**src/rtl/fault_params.svh**
```systemverilog
// constants for the controller fault code manager
// Contract
// RULE_01: power-up self test of os rom, os ram, calendar, processor, program and data memory gives codes 2..7, defect state, 0.4 s blink.
// RULE_02: a watchdog timeout in run gives code 10 and the reset state with the indicator dark, left only by power cycling and a cold restart.
// RULE_03: a corrupt program memory backup at power-up gives code 20, stop, 0.4 s blink and needs a cold restart.
// RULE_04: a faulty memory cartridge program found on entry to run gives code 22, stop, 0.4 s blink, cold restart.
// RULE_05: an abnormal user program found on entry to run gives code 23, stop, 0.4 s blink, cold restart after reload.
// RULE_06: a configured versus fitted module type mismatch on entry to run gives code 30, sets type flags, stop, cold restart.
// RULE_07: a module removed or added while running, seen at scan completion, gives code 31, sets mount flags, stop, 0.4 s blink.
// RULE_08: a blown output fuse seen at scan completion gives code 32, sets fuse flags, stop, cold restart.
// RULE_09: a failed module access at scan completion or during execution gives code 33, sets access flags, stop, 0.4 s blink.
// RULE_10: each module fault class keeps a summary flag, a count of affected slots and a per-slot flag array readable by software.
// RULE_11: the latest error code is readable, the indicator is dark with no error pending, and a cold restart clears the code.
// RULE_12: the defect state refuses every run request until power is removed and reapplied.
`ifndef FAULT_PARAMS_SVH
`define FAULT_PARAMS_SVH

// register byte offsets
`define REG_CODE       8'h00
`define REG_CTRL       8'h04
`define REG_IRQ_STAT   8'h08
`define REG_IRQ_MASK   8'h0c
`define REG_CFG_TYPE   8'h10
`define REG_FLAG_BASE  8'h14
`define REG_FLAG_LAST  8'h20

// control word pulse bits
`define CTRL_RUN_BIT   0
`define CTRL_COLD_BIT  1
`define CTRL_STOP_BIT  2

// code register fields
`define CODE_STATE_LSB 8
`define CODE_TESTED_BIT 12

// flag word fields
`define FLAG_ANY_BIT   16
`define FLAG_CNT_LSB   24

// interrupt status bits
`define IRQ_W          4
`define IRQ_DEFECT     0
`define IRQ_RESET      1
`define IRQ_STOP       2
`define IRQ_MODULE     3

// reset values
`define IRQ_MASK_RST   4'h0
`define CFG_TYPE_RST   32'h0000_0000

// error codes
`define CODE_NONE      8'h00
`define CODE_SELFTEST  8'h02
`define CODE_WDT       8'h0a
`define CODE_BACKUP    8'h14
`define CODE_CART      8'h16
`define CODE_PROG      8'h17
`define CODE_TYPE      8'h1e
`define CODE_MOUNT     8'h1f
`define CODE_FUSE      8'h20
`define CODE_ACCESS    8'h21

// timing
`define CLK_PERIOD_NS  10
`define BLINK_PERIOD_MS 400

`endif

```
**src/rtl/fault_pkg.sv**
```systemverilog
// types shared by the fault code manager files
package fault_pkg;

  typedef enum logic [1:0] {
    ST_STOP,
    ST_RUN,
    ST_DEFECT,
    ST_RESET
  } op_state_e;

  typedef struct packed {
    logic        psel;
    logic        penable;
    logic        pwrite;
    logic [7:0]  paddr;
    logic [31:0] pwdata;
  } apb_req_s;

  typedef struct packed {
    logic        pready;
    logic        pslverr;
    logic [31:0] prdata;
  } apb_rsp_s;

endpackage : fault_pkg

```
**src/rtl/slot_fault_tracker.sv**
```systemverilog
// per-class module fault flags: per slot array, summary flag and slot count
`timescale 1ns/1ps
`default_nettype none
module slot_fault_tracker #(
  parameter int NSLOT = 8,
  parameter int CNT_W = 4
) (
  input  wire logic             clk,
  input  wire logic             rst_n,
  input  wire logic             clear,
  input  wire logic             set_en,
  input  wire logic [NSLOT-1:0] hit,
  output logic      [NSLOT-1:0] per_slot,
  output logic                  any,
  output logic      [CNT_W-1:0] count
);

  typedef struct packed {
    logic [NSLOT-1:0] per;
    logic             any;
    logic [CNT_W-1:0] cnt;
  } trk_s;

  trk_s q;
  trk_s d;

  ////////////////////////////////////////////////////////////////////////////
  // a new hit in the clearing cycle survives the clear
  always_comb begin
    d     = q;
    d.per = (clear ? '0 : q.per) | (set_en ? hit : '0); // [RULE_10]
    d.any = |d.per;
    d.cnt = '0;
    for (int i = 0; i < NSLOT; i++) begin
      d.cnt = d.cnt + CNT_W'(d.per[i]);
    end
  end

  always_ff @(posedge clk or negedge rst_n) begin
    if (!rst_n) begin
      q <= '0;
    end else begin
      q <= d;
    end
  end

  assign per_slot = q.per;
  assign any      = q.any;
  assign count    = q.cnt;

endmodule : slot_fault_tracker
`default_nettype wire

```
**src/rtl/blink_timer.sv**
```systemverilog
// error indicator blinker, lit for the first half of each period
`timescale 1ns/1ps
`default_nettype none
module blink_timer #(
  parameter int unsigned PERIOD = 40000000
) (
  input  wire logic clk,
  input  wire logic rst_n,
  input  wire logic en,
  output logic      led
);

  localparam int unsigned HALF = (PERIOD / 2 > 0) ? PERIOD / 2 : 1;

  typedef struct packed {
    logic [31:0] cnt;
    logic        phase;
    logic        led;
  } blk_s;

  blk_s q;
  blk_s d;

  ////////////////////////////////////////////////////////////////////////////
  // disabling restarts the period so every new error opens with a lit phase
  always_comb begin
    d = q;
    if (!en) begin
      d.cnt   = '0;
      d.phase = 1'b0;
    end else if (q.cnt == HALF - 1) begin
      d.cnt   = '0;
      d.phase = ~q.phase;
    end else begin
      d.cnt = q.cnt + 32'h1;
    end
    d.led = en & ~d.phase;
  end

  always_ff @(posedge clk or negedge rst_n) begin
    if (!rst_n) begin
      q <= '0;
    end else begin
      q <= d;
    end
  end

  assign led = q.led;

endmodule : blink_timer
`default_nettype wire

```
**src/rtl/controller_fault_code_manager.sv**
```systemverilog
// fault detection, error code and operation state keeper with apb registers
`timescale 1ns/1ps
`default_nettype none
`include "fault_params.svh"
module controller_fault_code_manager
  import fault_pkg::*;
#(
  parameter int          NSLOT  = 8,
  parameter int          TYPE_W = 4,
  parameter int unsigned BLINK_CYCLES = `BLINK_PERIOD_MS * (1000000 / `CLK_PERIOD_NS)
) (
  input  wire logic                    clk,
  input  wire logic                    rst_n,
  input  wire apb_req_s                apb_req,
  output apb_rsp_s                     apb_rsp,
  input  wire logic                    selftest_valid,
  input  wire logic [5:0]              selftest_fail,
  input  wire logic                    backup_bad,
  input  wire logic                    cartridge_fault,
  input  wire logic                    program_fault,
  input  wire logic [NSLOT*TYPE_W-1:0] fitted_type,
  input  wire logic [NSLOT-1:0]        mount_present,
  input  wire logic                    scan_done,
  input  wire logic [NSLOT-1:0]        fuse_blown,
  input  wire logic                    exec_access,
  input  wire logic [NSLOT-1:0]        access_fail,
  input  wire logic                    wdt_timeout,
  output op_state_e                    op_state,
  output logic [7:0]                   err_code,
  output logic                         err_led,
  output logic                         irq
);

  localparam int CNT_W = $clog2(NSLOT + 1);
  localparam int NCLS  = 4; // type, mount, fuse, access

  typedef struct packed {
    op_state_e                state;
    logic                     tested;
    logic [7:0]               code;
    logic [NSLOT-1:0]         snap;
    logic [NSLOT*TYPE_W-1:0]  cfg;
    logic [`IRQ_W-1:0]        stat;
    logic [`IRQ_W-1:0]        mask;
    logic                     irq;
    logic                     pready;
    logic                     pslverr;
    logic [31:0]              prdata;
  } state_s;

  state_s q;
  state_s d;

  logic [NSLOT-1:0]            mism;
  logic [NCLS-1:0][NSLOT-1:0]  cls_hit;
  logic [NCLS-1:0]             cls_set;
  logic [NCLS-1:0][NSLOT-1:0]  trk_per;
  logic [NCLS-1:0]             trk_any;
  logic [NCLS-1:0][CNT_W-1:0]  trk_cnt;
  logic                        blink_en;
  logic                        acc_done;
  logic                        run_go;
  logic                        stop_go;
  logic                        cold_go;
  logic                        mnt_hit;
  logic                        fus_hit;
  logic                        acc_hit;
  logic [`IRQ_W-1:0]           ev;

  ////////////////////////////////////////////////////////////////////////////
  // packs one class of slot flags into a register word
  function automatic logic [31:0] flag_word(input logic [NSLOT-1:0] per,
                                            input logic             any_f,
                                            input logic [CNT_W-1:0] cnt);
    logic [31:0] w;
    w                         = 32'h0;
    w[NSLOT-1:0]              = per;
    w[`FLAG_ANY_BIT]          = any_f;
    w[`FLAG_CNT_LSB +: CNT_W] = cnt;
    return w;
  endfunction : flag_word

  // lowest failing self test item wins the code
  function automatic logic [7:0] selftest_code(input logic [5:0] fail);
    logic [7:0] c;
    c = `CODE_SELFTEST;
    for (int i = 5; i >= 0; i--) begin
      if (fail[i]) begin
        c = `CODE_SELFTEST + 8'(i);
      end
    end
    return c;
  endfunction : selftest_code

  ////////////////////////////////////////////////////////////////////////////
  // per-slot type comparison against the software configured types
  for (genvar s = 0; s < NSLOT; s++) begin : g_type
    assign mism[s] = q.cfg[s*TYPE_W +: TYPE_W] != fitted_type[s*TYPE_W +: TYPE_W]; // [RULE_06]
  end

  // mount changes are measured against the snapshot taken on entry to run
  assign cls_hit[0] = mism;
  assign cls_hit[1] = mount_present ^ q.snap;
  assign cls_hit[2] = fuse_blown;
  assign cls_hit[3] = access_fail;

  // one tracker per fault class
  for (genvar k = 0; k < NCLS; k++) begin : g_cls
    slot_fault_tracker #(
      .NSLOT (NSLOT),
      .CNT_W (CNT_W)
    ) u_trk (
      .clk      (clk),
      .rst_n    (rst_n),
      .clear    (cold_go),
      .set_en   (cls_set[k]),
      .hit      (cls_hit[k]),
      .per_slot (trk_per[k]),
      .any      (trk_any[k]),
      .count    (trk_cnt[k])
    ); // [RULE_10]
  end

  ////////////////////////////////////////////////////////////////////////////
  // indicator blinks in defect and in stop with a code pending, never in reset
  assign blink_en = (q.state == ST_DEFECT) ||
                    ((q.state == ST_STOP) && (q.code != `CODE_NONE)); // [RULE_11]

  blink_timer #(
    .PERIOD (BLINK_CYCLES)
  ) u_blink (
    .clk   (clk),
    .rst_n (rst_n),
    .en    (blink_en),
    .led   (err_led)
  ); // [RULE_01] [RULE_03] [RULE_07] [RULE_09]

  ////////////////////////////////////////////////////////////////////////////
  // bus slave, fault sequencing and interrupt status in one next-state process
  always_comb begin
    d        = q;
    ev       = '0;
    cls_set  = '0;
    mnt_hit  = 1'b0;
    fus_hit  = 1'b0;
    acc_hit  = 1'b0;
    // pready rises one cycle into the access phase; writes land at its edge
    acc_done = apb_req.psel & apb_req.penable & q.pready;
    d.pready = apb_req.psel & apb_req.penable & ~q.pready;
    run_go   = 1'b0;
    stop_go  = 1'b0;
    cold_go  = 1'b0;
    if (acc_done && apb_req.pwrite) begin
      unique case (apb_req.paddr)
        `REG_CTRL: begin
          run_go  = apb_req.pwdata[`CTRL_RUN_BIT];
          cold_go = apb_req.pwdata[`CTRL_COLD_BIT] && (q.state == ST_STOP);
          stop_go = apb_req.pwdata[`CTRL_STOP_BIT];
        end
        `REG_IRQ_MASK: d.mask = apb_req.pwdata[`IRQ_W-1:0];
        `REG_CFG_TYPE: d.cfg  = apb_req.pwdata[NSLOT*TYPE_W-1:0];
        default: ;
      endcase
    end
    // read data is captured with pready so it is stable for the whole beat
    if (!q.pready && apb_req.psel && apb_req.penable) begin
      d.prdata  = 32'h0;
      d.pslverr = 1'b0;
      if (apb_req.paddr == `REG_CODE) begin
        d.prdata[7:0]                   = q.code; // [RULE_11]
        d.prdata[`CODE_STATE_LSB +: 2]  = q.state;
        d.prdata[`CODE_TESTED_BIT]      = q.tested;
      end else if (apb_req.paddr == `REG_CTRL) begin
        d.prdata = 32'h0;
      end else if (apb_req.paddr == `REG_IRQ_STAT) begin
        d.prdata[`IRQ_W-1:0] = q.stat;
      end else if (apb_req.paddr == `REG_IRQ_MASK) begin
        d.prdata[`IRQ_W-1:0] = q.mask;
      end else if (apb_req.paddr == `REG_CFG_TYPE) begin
        d.prdata[NSLOT*TYPE_W-1:0] = q.cfg;
      end else if (apb_req.paddr >= `REG_FLAG_BASE && apb_req.paddr <= `REG_FLAG_LAST &&
                   apb_req.paddr[1:0] == 2'h0) begin
        for (int k = 0; k < NCLS; k++) begin
          if (apb_req.paddr == `REG_FLAG_BASE + 8'(4 * k)) begin
            d.prdata = flag_word(trk_per[k], trk_any[k], trk_cnt[k]); // [RULE_10]
          end
        end
      end else begin
        d.pslverr = 1'b1;
      end
    end

    // power-up self test result is taken once
    if (selftest_valid && !q.tested) begin
      d.tested = 1'b1;
      if (|selftest_fail) begin
        d.state       = ST_DEFECT; // [RULE_01]
        d.code        = selftest_code(selftest_fail);
        ev[`IRQ_DEFECT] = 1'b1;
      end else if (backup_bad) begin
        d.state       = ST_STOP; // [RULE_03]
        d.code        = `CODE_BACKUP;
        ev[`IRQ_STOP] = 1'b1;
      end
    end else begin
      unique case (q.state)
        ST_STOP: begin
          if (cold_go) begin
            d.code = `CODE_NONE; // [RULE_11]
          end else if (run_go && q.tested && q.code == `CODE_NONE) begin
            // run entry checks, cartridge first, then program, then types
            if (cartridge_fault) begin
              d.code        = `CODE_CART; // [RULE_04]
              ev[`IRQ_STOP] = 1'b1;
            end else if (program_fault) begin
              d.code        = `CODE_PROG; // [RULE_05]
              ev[`IRQ_STOP] = 1'b1;
            end else if (|mism) begin
              d.code          = `CODE_TYPE; // [RULE_06]
              cls_set[0]      = 1'b1;
              ev[`IRQ_MODULE] = 1'b1;
            end else begin
              d.state = ST_RUN;
              d.snap  = mount_present;
            end
          end
        end
        ST_RUN: begin
          if (wdt_timeout) begin
            d.state        = ST_RESET; // [RULE_02]
            d.code         = `CODE_WDT;
            ev[`IRQ_RESET] = 1'b1;
          end else begin
            mnt_hit    = scan_done && (mount_present != q.snap); // [RULE_07]
            fus_hit    = scan_done && (|fuse_blown); // [RULE_08]
            acc_hit    = (scan_done || exec_access) && (|access_fail); // [RULE_09]
            cls_set[1] = mnt_hit;
            cls_set[2] = fus_hit;
            cls_set[3] = acc_hit;
            if (mnt_hit || fus_hit || acc_hit) begin
              d.state         = ST_STOP;
              d.code          = mnt_hit ? `CODE_MOUNT : (fus_hit ? `CODE_FUSE : `CODE_ACCESS);
              ev[`IRQ_MODULE] = 1'b1;
            end else if (stop_go) begin
              d.state = ST_STOP;
            end
          end
        end
        // both are left only through the power-on reset
        ST_DEFECT: ; // [RULE_12]
        ST_RESET: ; // [RULE_02]
      endcase
    end

    // read clears only the bits it returned, so a new event is never lost
    d.stat = q.stat;
    if (acc_done && !apb_req.pwrite && apb_req.paddr == `REG_IRQ_STAT) begin
      d.stat = q.stat & ~q.prdata[`IRQ_W-1:0];
    end
    d.stat = d.stat | ev;
    d.irq  = |(d.stat & d.mask);
  end

  // reset loads constants only; mask and type table take their own reset words
  always_ff @(posedge clk or negedge rst_n) begin
    if (!rst_n) begin
      q      <= '0;
      q.mask <= `IRQ_MASK_RST;
      q.cfg  <= `CFG_TYPE_RST;
    end else begin
      q <= d;
    end
  end

  assign op_state = q.state;
  assign err_code = q.code;
  assign irq      = q.irq;
  assign apb_rsp  = '{pready: q.pready, pslverr: q.pslverr, prdata: q.prdata};
endmodule : controller_fault_code_manager
`default_nettype wire

```
**config.mk**
```make
export PLATFORM = sky130hd
export DESIGN_NAME = controller_fault_code_manager
export DESIGN_NICKNAME = d
export VERILOG_FILES = /design/src/rtl/fault_pkg.sv /design/src/rtl/slot_fault_tracker.sv /design/src/rtl/blink_timer.sv /design/src/rtl/controller_fault_code_manager.sv
export VERILOG_INCLUDE_DIRS = /design/src /design/src/rtl
export SDC_FILE = /design/constraint.sdc
export NUM_CORES = 1
export LEC_CHECK = 0
export BUFFER_PORTS_ARGS = -buffer_cell sky130_fd_sc_hd__buf_2
export CORE_MARGIN = 2
export CORE_UTILIZATION = 57
export CTS_CLUSTER_DIAMETER = 60
export DETAILED_ROUTE_END_ITERATION = 10
export PLACE_DENSITY = 0.91
export SYNTH_ARGS = -nofsm -noshare
export SYNTH_HDL_FRONTEND = slang
export SYNTH_HIERARCHICAL = 1
export SYNTH_SLANG_ARGS = --single-unit
```
**constraint.sdc**
```tcl
create_clock -name clk -period 5.2 [get_ports clk]
set_input_delay 0.52 -clock clk [delete_from_list [all_inputs] [get_ports clk]]
set_output_delay 0.52 -clock clk [all_outputs]
set_load 0.02 [all_outputs]
```
== Word level (Yosys, flattened, before mapping) ==
Index checks and enable logic that the tools add are counted.

* Add/sub/neg operators: 29
* Order comparisons: 2
* Equality and inequality tests: 30
* Muxes and demuxes: 98
* Bitwise logic cells: 21
* Reduce and logical (&&, ||, !) cells: 41

{| class="wikitable"
|+ Operator list
! cell !! count
|-
| $mux W32 || 7
|-
| $mux W8 || 25
|-
| $add A4 B1 Y4 || 24
|-
| $mux W29 || 2
|-
| $reduce_or A8 Y1 || 7
|-
| $mux W33 || 1
|-
| $add A32 B1 Y32 const B || 1
|-
| $eq A32 B25 Y1 const B || 1
|-
| $eq A8 B5 Y1 const B || 4
|-
| $mux W1 || 32
|-
| $ne A4 B4 Y1 || 8
|-
| $or A8 B8 Y8 || 4
|-
| $mux W2 || 14
|-
| $mux W28 || 1
|-
| $mux W4 || 6
|-
| $mux W20 || 1
|-
| $eq A8 B4 Y1 const B || 2
|-
| $logic_not A8 Y1 || 2
|-
| $mux W16 || 1
|-
| $pmux W8 S2 || 1
|-
| $logic_and A1 B1 Y1 || 15
|-
| $mux W10 || 1
|-
| $mux W3 || 3
|-
| $ne A3 B2 Y1 const B || 3
|-
| other kinds (34) || 55
|}

* Register bits after elaboration: 180
* Logic and storage cells: 247

== Logic depth before layout (Yosys ltp) ==
* Depth in word-level cells: 19
* Depth in mapped cells: 18

== Hierarchy ==
Netlist, hierarchy kept.

{| class="wikitable"
|+ Modules (own cells, without submodules)
! module !! instances !! cells each !! area an instance (um2) !! sequential area each (um2)
|-
| controller_fault_code_manager || 1 || 545 || 5460.2 || 2302.2
|-
| blink_timer || 1 || 191 || 1804.2 || 850.8
|-
| slot_fault_tracker at g_cls[2].u_trk ... || 2 || 53 || 644.4 || 325.3
|-
| slot_fault_tracker at g_cls[1].u_trk || 1 || 54 || 658.1 || 325.3
|-
| slot_fault_tracker at g_cls[0].u_trk || 1 || 53 || 651.9 || 325.3
|}

== Worst setup path before layout ==
OpenSTA, ideal clock, no wires.

* Kind: input -> register
* Start point: input apb_req[39] in the netlist's numbering
* End point: register g_cls[2].u_trk.q, in the netlist g_cls[2].u_trk/count[2]
* Setup time: 0.123 ns
* Arrival: 4.354 ns
* Data required time: 5.077 ns
* Slack: 0.723 ns
* Stages on the path: 16
* Buffers on the path: 1
* Path through: or4_4 buf_6 nor3_4 and4_4 inv_2 a22oi_1 inv_1 fa_1 inv_1 fa_1 fa_1 inv_1 ha_1 inv_1 fa_1 xnor2_1

{| class="wikitable"
|+ RTL lines
! item !! line !! RTL
|-
| start, declared || controller_fault_code_manager.sv:14 || <nowiki>input wire apb_req_s apb_req,</nowiki>
|-
| end signal, assigned || slot_fault_tracker.sv:41 || <nowiki>q <= '0;</nowiki>
|-
| end signal, assigned || slot_fault_tracker.sv:43 || <nowiki>q <= d;</nowiki>
|-
| end, declared || slot_fault_tracker.sv:24 || <nowiki>trk_s q;</nowiki>
|}

==> metrics <==
Final nets=1,202; Total Wirelength=26.5 mm; Slowest-stage cell, CP=fa_1; area grow syn2layout=13.4%; Clock H-tree levels=4; Top cell by count, worst path=inv_1; vias per cell=approximately 6.2; GP Congestion=0.984; crit-path cells=nor4_1 -> nand4_1 -> nor4_1 -> and3_1 -> a22oi_1 -> fa_1 -> inv_1 -> fa_1 -> inv_1 -> fa_1 -> inv_1 -> ha_1 -> inv_1 -> fa_1 -> inv_1; WS Path Type=reg -> reg; Worst Setup End Kind=flop; Post-Synth Simple-Gate Area=15.7%; #FFs+latches synth=roughly 180; Final Critical Period=4.99 ns; initial antenna violation count=2; worst r2r src=err_code[0]$_DFFE_PN0P_; # hold bufs at CTS=0; Post-Syn Area per Cell=10.4 µm²; final setup vio count=0; deepest clock path buffer count=2; Leak=around 5.3 nW; Final period util=95.9%; via count=8,066; smallest setup slack after layout=0.213 ns; Hold Path Class=in -> async; Port Buffer Count=157; P per Cell Area=424 nW/µm²; DIE WIDTH=around 140 µm; xor/xnor cell area share of the yosys netlist=4.88%; Reg-to-Reg End=g_cls[0].u_trk/count[1]$_DFF_PN0_; drc violations=0; Required @ worst endpoint=5.53 ns; gr usage total=30.1%; Pwr Total=4.74 mW; maximum vdd drop=0.000350 V; final setup skew=0.0129 ns; DP Worst Slack=0.175 ns; 1st-iter DRT viols=849; CP max stage delay=approximately 0.57 ns; Syn. warnings=6; CTS resizes=0; CTS tree=built; clk_lat worst skew=0.44 ns; drt pass-1 iters=6; main combinational cell family by area after synthesis=simple AND/OR/NAND/NOR gates; post-CTS setup buffer count=0; Cells after Synth=roughly 950; row count=48; first-pass GRT wire length=42.2 mm; Startpoint Class=flop; Starting Density=between 50% and 60%; non-filler instance count after layout=1,295; outcome=finished, final reports clean; # fillers=about 1,300; number of synthesized flops with an enable pin=0; DP Wirelength=19.7 mm; CTS sink cnt=178; RSZ-0062 raised after global routing=false; Synth Area in Adders=5.40%; via count of the first global-routing pass=8,034; Die Span Y=136 µm; drt wl/cell=just over 20 µm; Root Driver=clkbuf_16; Reg2Reg Depth=15; # placed instances=1,261; register area share after synthesis=45.2%; Fin. Hold Viols=0; Worst EP arrival=5.32 ns; layout cell share with drive strength beyond 1=between 20% and 30%; GRT Residual Overflow=0; FF-to-FF setup slack=0.21 ns; clock-pin transition on the worst setup and hold timing paths=0.08 ns; compound-gate portion of the synthesized area=approximately an eighth; number of buffers created by CTS=17; Max Clk Rate=201 MHz; Synth Cell Area=between 9000 and 10,000 µm²; post-synthesis mux area share=7.74%; largest net degree at the start of global routing=73; Worst Max-Slew Pin Slew=1.15 ns; antenna viol nets, final=0; Die ar.=~18,000 µm²; CP Max Fanout=9; Top Ports=160; Final Util=65.3%; Synth Flop Type=dfrtp_1; max-slew violations=0; setup TNS=0 ns; Max Cap Violations=0; FFs w/ async S/R, synth=between 90% and 100%; Worst slew margin=23.2%; Distinct cells, synth=a little under 80; Core Area=17,100 µm²
[layout make-up]
| cell class | count | area, µm² | share of cell area [%] |
|---|---|---|---|
| Tap cell | 225 | 282 | 2.52 |
| Clock buffer | 17 | 425 | 3.80 |
| Clock inverter | 15 | 214 | 1.91 |
| Timing Repair Buffer | 167 | 867 | 7.75 |
| Sequential cell | 178 | 4450 | 39.8 |
| Multi-Input combinational cell | 619 | 4660 | 41.7 |
| Inverter | 72 | 270 | 2.42 |
| Antenna cell | 2 | 5.00 | 0.0448 |
[power breakdown]
part	switching, mW	internal (mW)	total, mW
registers	0.157	1.59	1.74
clock network	0.626	0.744	1.37
logic	0.950	0.673	1.62
[flip-flops by register name (all words and copies together), names as in the netlist]
name,count
apb_rsp,34
err_code,6
g_cls.u_trk/any,4
g_cls.u_trk/count,16
g_cls.u_trk/per_slot,32
irq,1
op_state,2
q,49
u_blink/led,1
u_blink/q,33
[worst max-delay path: cells and delay by family, from the launching register on]
family | cells | cell delay [ns]
AOI/OAI and AO/OA | 1 | 0.21
DFF | 1 | 0.41
buffers and inverters | 5 | 0.32
adders and majority gates | 5 | 2.22
and+or+nand+nor | 4 | 1.70
[cell families (layout without fill, tap and decap cells)]
group           count (synthesis)  after routing
buf+inv                       153            271
xor+xnor                       55             55
mux                            65             65
simple gates                  283            283
compound gates                181            181
flops                         178            178
other cells                     1              4
fa+ha+maj                      33             33
[metal layers]
layer | vias to the layer above | GRT usage (%) | share of wire [%]
met3 | 79 | 7.48 | 9.9
met4 | 0 | 12.0 | 3.7
met1 | 3920 | 39.4 | 39
li1 | 3576 | - | -
met5 | - | 0.556 | 0
met2 | 491 | 48.3 | 47
[how the worst max path moves through the flow]
stage | start | endpoint | slack (ns) | depth (start not counted)
after global routing | err_code[0]$_DFFE_PN0P_ | g_cls[0].u_trk/count[2]$_DFF_PN0_ | 0.02 | 15
after CTS | err_code[0]$_DFFE_PN0P_ | g_cls[0].u_trk/count[2]$_DFF_PN0_ | 0.24 | 15
after floorplan | apb_req[39] | g_cls[2].u_trk/count[2]$_DFF_PN0_ | 0.72 | 16
after detailed placement | fitted_type[10] | g_cls[0].u_trk/count[1]$_DFF_PN0_ | 0.17 | 17
final | err_code[0]$_DFFE_PN0P_ | g_cls[0].u_trk/count[1]$_DFF_PN0_ | 0.21 | 15
after global placement | fitted_type[9] | g_cls[0].u_trk/count[2]$_DFF_PN0_ | 0.41 | 18
[synth_stat cells, types with 3 or more instances]
| cell | number | area share (%) |
|---|---|---|
| inv_1 | 66 | 2.5 |
| and2_1 | 5 | 0.32 |
| and3_1 | 6 | 0.38 |
| fa_1 | 16 | 3.2 |
| ha_1 | 17 | 2.2 |
| nor2_1 | 36 | 1.4 |
| dfrtp_1 | 178 | 45 |
| nor2b_1 | 9 | 0.57 |
| a21oi_1 | 35 | 1.8 |
| xor2_1 | 12 | 1.1 |
| a22o_2 | 16 | 1.6 |
| o31a_1 | 3 | 0.27 |
| nand2_1 | 90 | 3.4 |
| mux2i_1 | 11 | 1.1 |
| o31ai_1 | 20 | 1.5 |
| buf_4 | 45 | 3.4 |
| and4_1 | 6 | 0.53 |
| inv_2 | 4 | 0.15 |
| o21ai_1 | 4 | 0.20 |
| nor3_1 | 13 | 0.66 |
| o41ai_1 | 3 | 0.27 |
| clkbuf_1 | 20 | 0.76 |
| or3_1 | 5 | 0.32 |
| nand4_1 | 20 | 1.3 |
| a31oi_1 | 5 | 0.32 |
| o21ai_0 | 38 | 1.9 |
| buf_2 | 12 | 0.61 |
| o2111ai_1 | 4 | 0.36 |
| nor4_1 | 15 | 0.95 |
| a222oi_1 | 10 | 1.0 |
| or4_1 | 21 | 1.6 |
| mux2_2 | 45 | 5.1 |
| mux2_4 | 6 | 0.91 |
| nand2b_1 | 6 | 0.38 |
| a22oi_1 | 16 | 1.2 |
| xnor2_1 | 43 | 3.8 |
| nand3_1 | 29 | 1.5 |
[per-stage QoR]
stage / hold WS, ns / instance area [µm²]
2_1_floorplan: 0.224 / 9870
3_3_place_gp: 0.445 / 10500
3_5_place_dp: 0.453 / 10500
4_1_cts: 0.100 / 11200
5_1_grt: 0.120 / 11200
6_report: 0.0808 / 11200
[placed cells by master, fill, tap and decap left out, drive strengths merged, types with 21 or more instances in the layout]
| cell type | synthesis | layout |
|---|---|---|
| buf | 61 | 167 |
| mux2 | 52 | 52 |
| nand4 | 21 | 21 |
| nor2 | 37 | 37 |
| a21oi | 35 | 35 |
| o31ai | 21 | 21 |
| nand2 | 90 | 90 |
| or4 | 23 | 23 |
| inv | 70 | 78 |
| dfrtp | 178 | 178 |
| nand3 | 29 | 29 |
| o21ai | 43 | 43 |
| xnor2 | 43 | 43 |
No activity file was read; power rests on OpenSTA's default activity.
